===== config.mk =====
export PLATFORM = sky130hd
export DESIGN_NAME = ufsb_fault_status
export DESIGN_NICKNAME = d
export VERILOG_FILES = /design/src/include/ufsb_pkg.sv /design/src/rtl/ufsb_fault_status.sv
export VERILOG_INCLUDE_DIRS = /design/src /design/src/include
export SDC_FILE = /design/constraint.sdc
export NUM_CORES = 1
export LEC_CHECK = 0
export ABC_AREA = 1
export ABC_CLOCK_PERIOD_IN_PS = 800
export BUFFER_PORTS_ARGS = -buffer_cell sky130_fd_sc_hd__buf_2
export CELL_PAD_IN_SITES_DETAIL_PLACEMENT = 2
export CELL_PAD_IN_SITES_GLOBAL_PLACEMENT = 2
export CORE_MARGIN = 4
export CORE_UTILIZATION = 24
export CTS_BUF_LIST = sky130_fd_sc_hd__clkbuf_4 sky130_fd_sc_hd__clkbuf_8
export DETAILED_ROUTE_END_ITERATION = 8
export GPL_ROUTABILITY_DRIVEN = 0
export PLACE_DENSITY = 0.78
export RECOVER_POWER = 50
export SETUP_SLACK_MARGIN = 0.5
export SLEW_MARGIN = 15
export SYNTH_ARGS = -nofsm -noshare
export SYNTH_HDL_FRONTEND = slang
export SYNTH_SLANG_ARGS = --single-unit

===== constraint.sdc =====
create_clock -name mclk_i -period 0.8 [get_ports mclk_i]
set_input_delay 0 -clock mclk_i [delete_from_list [all_inputs] [get_ports mclk_i]]
set_output_delay 0 -clock mclk_i [all_outputs]
set_load 0.02 [all_outputs]

===== src/include/ufsb_map.svh =====
// Purpose: Register offsets, field positions, reset values for the fault status slice
// Assumes: APB with 32-bit data, word-aligned byte addresses
// Notes:   Included by bare name; definitions only
`ifndef UFSB_MAP_SVH
`define UFSB_MAP_SVH

// ----------------------------------------------------------------
// Register offsets
// ----------------------------------------------------------------
`define UFSB_CFS_OFS      12'hD28
`define UFSB_IMASK_OFS    12'hD30
`define UFSB_ADDR_OFS     12'hD38

// ----------------------------------------------------------------
// Field positions
// ----------------------------------------------------------------
`define UFSB_INVSTATE_BIT 17
`define UFSB_BADOP_BIT    16
`define UFSB_ADDRV_BIT    15

// ----------------------------------------------------------------
// Reset values
// ----------------------------------------------------------------
`define UFSB_CFS_RST      32'h0000_0000
`define UFSB_IMASK_RST    3'h0
`define UFSB_FLAGS_RST    3'h0

`endif


===== src/include/ufsb_pkg.sv =====
// Purpose: Types shared by the fault status slice
// Assumes: Nothing beyond SystemVerilog
// Notes:   Constants live in ufsb_map.svh
package ufsb_pkg;
  // Index of each sticky flag inside the three-bit slice
  typedef enum logic [1:0] {
    UFSB_FLAG_ADDRV = 2'h0,
    UFSB_FLAG_BADOP = 2'h1,
    UFSB_FLAG_INV   = 2'h2
  } ufsb_flag_e;

  typedef logic [2:0] ufsb_flags_t;
endpackage


===== src/rtl/ufsb_fault_status.sv =====
// Purpose: Sticky usage/bus fault flags (bits 17:15) with APB access
// Assumes: Core decode gives one-cycle event pulses on mclk_i
// Notes:   Set wins over a same-cycle write-one clear
`timescale 1ns/1ps
`default_nettype none
`include "ufsb_map.svh"

module ufsb_fault_status
  import ufsb_pkg::*;
(
  input  wire logic        mclk_i,          // Core clock, 25 MHz
  input  wire logic        arst_n_i,        // Async reset, active low
  // APB slave
  input  wire logic        psel,            // Select
  input  wire logic        penable,         // Access phase
  input  wire logic        pwrite,          // Write when high
  input  wire logic [11:0] paddr,           // Byte address
  input  wire logic [31:0] pwdata,          // Write data
  input  wire logic [3:0]  pstrb,           // Byte lane strobes
  output logic      [31:0] prdata,          // Read data
  output logic             pready,          // Transfer done
  output logic             pslverr,         // Unmapped address
  // Core fault events
  input  wire logic        status_fault_i,  // Illegal execution_status_reg use
  input  wire logic        undecodable_i,   // Decoder could not decode
  input  wire logic [31:0] instr_pc_i,      // PC of instruction in decode
  input  wire logic        bus_fault_i,     // Bus fault occurred
  input  wire logic        bus_addr_known_i,// Bus fault address is known
  input  wire logic [31:0] bus_addr_i,      // Faulting bus address
  input  wire logic        mem_fault_i,     // Later memory management fault
  // Outputs to core
  output logic [31:0]      stacked_pc_o,    // Return PC for usage fault
  output logic             usage_fault_o,   // One-cycle usage fault pulse
  output logic [31:0]      bus_fault_address_reg_o, // Captured fault address
  output logic             invalid_state_flag_o,
  output logic             bad_opcode_flag_o,
  output logic             bus_fault_addr_valid_o,
  output logic             irq_o            // Level interrupt
);

  // ----------------------------------------------------------------
  // Decode helpers
  // ----------------------------------------------------------------
  // Word match on the register index; lanes chosen by pstrb
  function automatic logic hit(input logic [11:0] a, input logic [11:0] ofs);
    hit = (a[11:2] == ofs[11:2]);
  endfunction

  ufsb_flags_t flags_reg;       // {inv, badop, addrv}
  logic [2:0]  imask_reg;       // Interrupt mask, same layout
  logic        wr_acc;          // Write completes this cycle
  logic        rd_acc;          // Read completes this cycle
  logic        inv_set;         // Qualified invalid-state event
  logic        addrv_set;       // Qualified address-valid event
  ufsb_flags_t w1c;             // Write-one clear bits
  ufsb_flags_t set_v;           // Hardware set bits
  logic        mapped;          // Address decodes to a register
  logic [31:0] cfs_view;        // Full status word view

  assign wr_acc  = psel & penable & pwrite;
  assign rd_acc  = psel & penable & ~pwrite;
  assign mapped  = hit(paddr, `UFSB_CFS_OFS) | hit(paddr, `UFSB_IMASK_OFS)
                 | hit(paddr, `UFSB_ADDR_OFS);

  // ----------------------------------------------------------------
  // Event qualification
  // ----------------------------------------------------------------
  // Undefined opcodes outrank status misuse
  assign inv_set   = status_fault_i & ~undecodable_i;
  assign addrv_set = bus_fault_i & bus_addr_known_i;
  assign set_v     = {inv_set, undecodable_i, addrv_set};

  // Flag bits 17:15 sit in lanes 2 and 1; byte/halfword use strobes
  always_comb
  begin
    w1c = '0;
    if (wr_acc && hit(paddr, `UFSB_CFS_OFS))
    begin
      w1c[2] = pstrb[2] & pwdata[`UFSB_INVSTATE_BIT];
      w1c[1] = pstrb[2] & pwdata[`UFSB_BADOP_BIT];
      w1c[0] = pstrb[1] & pwdata[`UFSB_ADDRV_BIT];
    end
  end

  // ----------------------------------------------------------------
  // Sticky flags
  // ----------------------------------------------------------------
  // Set beats clear so an event in the clearing cycle survives
  always_ff @(posedge mclk_i or negedge arst_n_i)
  begin
    if (!arst_n_i)
      flags_reg <= `UFSB_FLAGS_RST;
    else
    begin
      flags_reg[2:1] <= (flags_reg[2:1] & ~w1c[2:1]) | set_v[2:1];
      if (set_v[0])
        flags_reg[0] <= 1'b1;
      else if (mem_fault_i)
        flags_reg[0] <= 1'b0;
      else if (w1c[0])
        flags_reg[0] <= 1'b0;
    end
  end

  // Fault address captured only with a known address
  always_ff @(posedge mclk_i or negedge arst_n_i)
  begin
    if (!arst_n_i)
      bus_fault_address_reg_o <= 32'h0000_0000;
    else if (addrv_set)
      bus_fault_address_reg_o <= bus_addr_i;
  end

  // Return PC is the faulting instruction itself, not the next one
  always_ff @(posedge mclk_i or negedge arst_n_i)
  begin
    if (!arst_n_i)
    begin
      stacked_pc_o  <= 32'h0000_0000;
      usage_fault_o <= 1'b0;
    end
    else
    begin
      usage_fault_o <= inv_set | undecodable_i;
      if (inv_set | undecodable_i)
        stacked_pc_o <= instr_pc_i;
    end
  end

  // ----------------------------------------------------------------
  // Mask register and interrupt
  // ----------------------------------------------------------------
  always_ff @(posedge mclk_i or negedge arst_n_i)
  begin
    if (!arst_n_i)
      imask_reg <= `UFSB_IMASK_RST;
    else if (wr_acc && hit(paddr, `UFSB_IMASK_OFS))
    begin
      if (pstrb[2])
        imask_reg[2:1] <= pwdata[17:16];
      if (pstrb[1])
        imask_reg[0] <= pwdata[15];
    end
  end

  // Registered so the output comes from a flip-flop; one cycle of lag
  always_ff @(posedge mclk_i or negedge arst_n_i)
  begin
    if (!arst_n_i)
      irq_o <= 1'b0;
    else
      irq_o <= |(flags_reg & imask_reg);
  end

  // Mirror flags for the core
  always_ff @(posedge mclk_i or negedge arst_n_i)
  begin
    if (!arst_n_i)
    begin
      invalid_state_flag_o   <= 1'b0;
      bad_opcode_flag_o      <= 1'b0;
      bus_fault_addr_valid_o <= 1'b0;
    end
    else
    begin
      invalid_state_flag_o   <= flags_reg[2];
      bad_opcode_flag_o      <= flags_reg[1];
      bus_fault_addr_valid_o <= flags_reg[0];
    end
  end

  // ----------------------------------------------------------------
  // APB read path
  // ----------------------------------------------------------------
  // Reserved bits 14:13 and all others outside the slice read zero
  always_comb
  begin
    cfs_view = 32'h0000_0000;
    cfs_view[`UFSB_INVSTATE_BIT] = flags_reg[2];
    cfs_view[`UFSB_BADOP_BIT]    = flags_reg[1];
    cfs_view[`UFSB_ADDRV_BIT]    = flags_reg[0];
  end

  // Zero-wait answer: pready rises in the setup cycle's following edge
  always_ff @(posedge mclk_i or negedge arst_n_i)
  begin
    if (!arst_n_i)
    begin
      prdata  <= 32'h0000_0000;
      pready  <= 1'b0;
      pslverr <= 1'b0;
    end
    else
    begin
      pready  <= psel & ~penable;
      pslverr <= psel & ~penable & ~mapped;
      if (psel && !penable && !pwrite)
      begin
        if (hit(paddr, `UFSB_CFS_OFS))
          prdata <= cfs_view;
        else if (hit(paddr, `UFSB_IMASK_OFS))
          prdata <= {14'h0000, imask_reg, 15'h0000};
        else if (hit(paddr, `UFSB_ADDR_OFS))
          prdata <= bus_fault_address_reg_o;
        else
          prdata <= 32'h0000_0000;
      end
    end
  end

endmodule
`default_nettype wire


==> run summary <==
Combinational fraction of design power -> 28.0%
Most frequent cells in the layout -> buf_6 (176), nand2_1 (135), dfrtp_2 (97)
Min cycle time layout -> 1.06 ns
Initial core utilization -> 24.4%
Internal -> 9690 uW
Final Max Tran Viols -> 0
Worst-case clock buffer depth -> 2
GR Overflow Total -> 0
Reg2reg setup slack -> -0.17 ns
FF+latch count, synth -> 109
DRC violations left -> 0
Hold Crit Class -> primary input to async pin
Largest regs -> bus_fault_address_reg_o (32), prdata (32), stacked_pc_o (32)
CTS tree -> yes
Sequential area share after synthesis -> 62.6%
Sequential share of power -> 46.1%
Initial DRT Pass Iterations -> 4
P_leak -> 0.00399 uW
RSZ-0062 raised after global routing -> yes
CP Max Fanout -> 2
Vias -> 4265
Via/cell ratio -> 4.48
Syn. warnings -> 0
Largest net degree at the start of global routing -> 50
Fraction of registers with async set or reset after synthesis -> 100%
Clk sink count -> 109
Routed len/inst -> 20.4 um
Mapped Area -> 0.00436 mm^2
Dpl hpwl -> 11600 um
Layout cell share with drive strength beyond 1 -> 73.6%
Clock power share -> 25.8%
Crit start category -> flip-flop
R2R Path End -> prdata[15]
Die footprint -> 0.0204 mm^2
Most used DFF post-synth -> dfrtp_1
DIE HEIGHT -> 143 um
GRT Total Usage -> 18.1%
Peak supply drop -> 831 uV
Initial DRC count -> 96
Critical path endpoint -> bus_fault_address_reg_o[17]
Max-cap violation count -> 0
DP Worst Slack -> -0.345 ns
Port Buffers -> 191
# nets final -> 840
Layout overhead on the synthesized area -> 85.3%
Number of flops mapped to enable cells by yosys -> 0
WP data required -> 0.80 ns
Clock latency on the worst-skew pair -> 0.39 ns
Ratio of final minimum period to clock period -> 132%
Total CTS buffers -> 9
Cells after Synth -> 440
Final setup fails -> 157
Final WL -> 19500 um
Die Width -> 143 um
Synth cell types -> 19
FF-to-FF Start -> bus_fault_address_reg_o[15]
Worst-margin pin slew -> 0.857 ns
Post-DP Area -> 0.00590 mm^2
Initial antenna violation count -> 0
Worst Reg-to-Reg Cells -> 5
Setup slack after layout -> -0.258 ns
Max Clock Skew -> 0.00931 ns
Fill cell total of the finished layout -> 1834
Syn avg cell area -> 9.91 um^2
Post-Layout Inst Area -> 0.00808 mm^2
Hold Vio Cnt, Final -> 82
H-tree depth -> 3
Number of global-route vias before repair -> 4931
CORE AREA -> 0.0179 mm^2
Max Clk Rate -> 0.945 GHz
First-pass GRT wire length -> 28400 um
Synthesized Nets -> 562
Status -> finished with violations
WP data arrival -> 1.06 ns
Share of Yosys cell area claimed by the top area cell type -> 62.6%
Rows -> 49
Synth top area cells -> dfrtp_1 (63%), nand2_1 (17%), mux2_2 (8.3%)
Placed Cells incl. Taps -> 867
Critical Path Start -> bus_fault_address_reg_o[17]
Failing checks -> hold timing, setup timing
IO Count -> 225
Sw Ratio -> 29.9%
Power density over the cells -> 1710 mW/mm^2
ANT nets after route -> 0
Root Buffer -> clkbuf_8
Slew margin rel. -> 42.9%
Worst-path clk slew -> 0.10 ns
Final non-filler cell total -> 953
Sw Pwr -> 4130 uW
Crit path kind -> flip-flop to output port
Crit. End Element -> output port
Commonest non-fill, non-tap cell in the layout -> buf_6
WHS -> -0.308 ns
Util after Layout -> 45.1%
Synth area leader -> dfrtp_1
worst min-delay path by stage:
stage,from,to,depth (start not counted)
floorplan,arst_n_i,bad_opcode_flag_o,0
global route,arst_n_i,stacked_pc_o[22],1
finish,arst_n_i,imask_reg[1],1
detailed placement,arst_n_i,stacked_pc_o[22],1
CTS,arst_n_i,stacked_pc_o[22],1
global placement,arst_n_i,stacked_pc_o[18],1
through the flow:
stage | total power (uW) | setup TNS (ns)
finish | 13800 | -21.01
detailed placement | 8500 | -15.28
CTS | 13500 | -22.47
global placement | 8380 | -11.23
floorplan | 7380 | -1.02
global route | 14500 | -30.12
final cells by class:
type	count	area [um^2]	area share, %
repair buffers	285	2700	33.4
inverters	18	80.1	0.991
flip-flops and latches	109	2850	35.3
multi-input cells	295	1960	24.2
well taps	229	287	3.55
clock buffers	12	153	1.89
diodes	1	2.50	0.0310
clock inverters	4	47.5	0.589
per-layer routing:
| layer | up-vias | GRT usage (%) | part of all wire, % |
|---|---|---|---|
| met5 | - | 0 | 0 |
| li1 | 1948 | - | - |
| met4 | 0 | 3.85 | 1.3 |
| met2 | 142 | 33.5 | 55 |
| met1 | 2159 | 19.9 | 37 |
| met3 | 16 | 6.46 | 6.8 |
kinds of logic after synthesis:
| logic type | after synthesis | synth area share [%] |
|---|---|---|
| multiplexers | 32 | 8.26 |
| AND/OR/NAND/NOR | 231 | 21.2 |
| flip-flops | 109 | 62.6 |
| buffers and inverters | 36 | 4.30 |
| AO/OA/AOI/OAI | 32 | 3.67 |
synth_stat cells, types with 3 or more instances:
master / n
o21ai_1: 29
nor2_1: 13
nand2_1: 195
inv_1: 16
dfrtp_1: 109
o21ai_0: 3
buf_6: 6
buf_2: 5
nand3_1: 12
mux2_2: 32
nand4_1: 7
clkbuf_1: 6
worst max-delay path, stage by stage (launching register included):
cell	delay (ns)
dfrtp_2	0.43
buf_6	0.12
buf_6	0.12
repair_timing:
action                                 CTS  global route
resized for setup                      352            81
buffers inserted                        43            24
pin swaps                               54            29
gates cloned                             2             0
endpoints found under the hold margin  179           179
setup endpoints to repair              211           210
power groups by stage:
| stage | Combinational [uW] | Sequential (uW) | Clock [uW] |
|---|---|---|---|
| after global placement | 2050 | 6320 | 0 |
| after global routing | 4120 | 6430 | 3940 |
| after detailed placement | 2130 | 6370 | 0 |
| final | 3880 | 6370 | 3570 |
| after floorplan | 576 | 6810 | 0 |
| after CTS | 3460 | 6340 | 3670 |
Note: power is estimated with default switching activity, not from simulation.
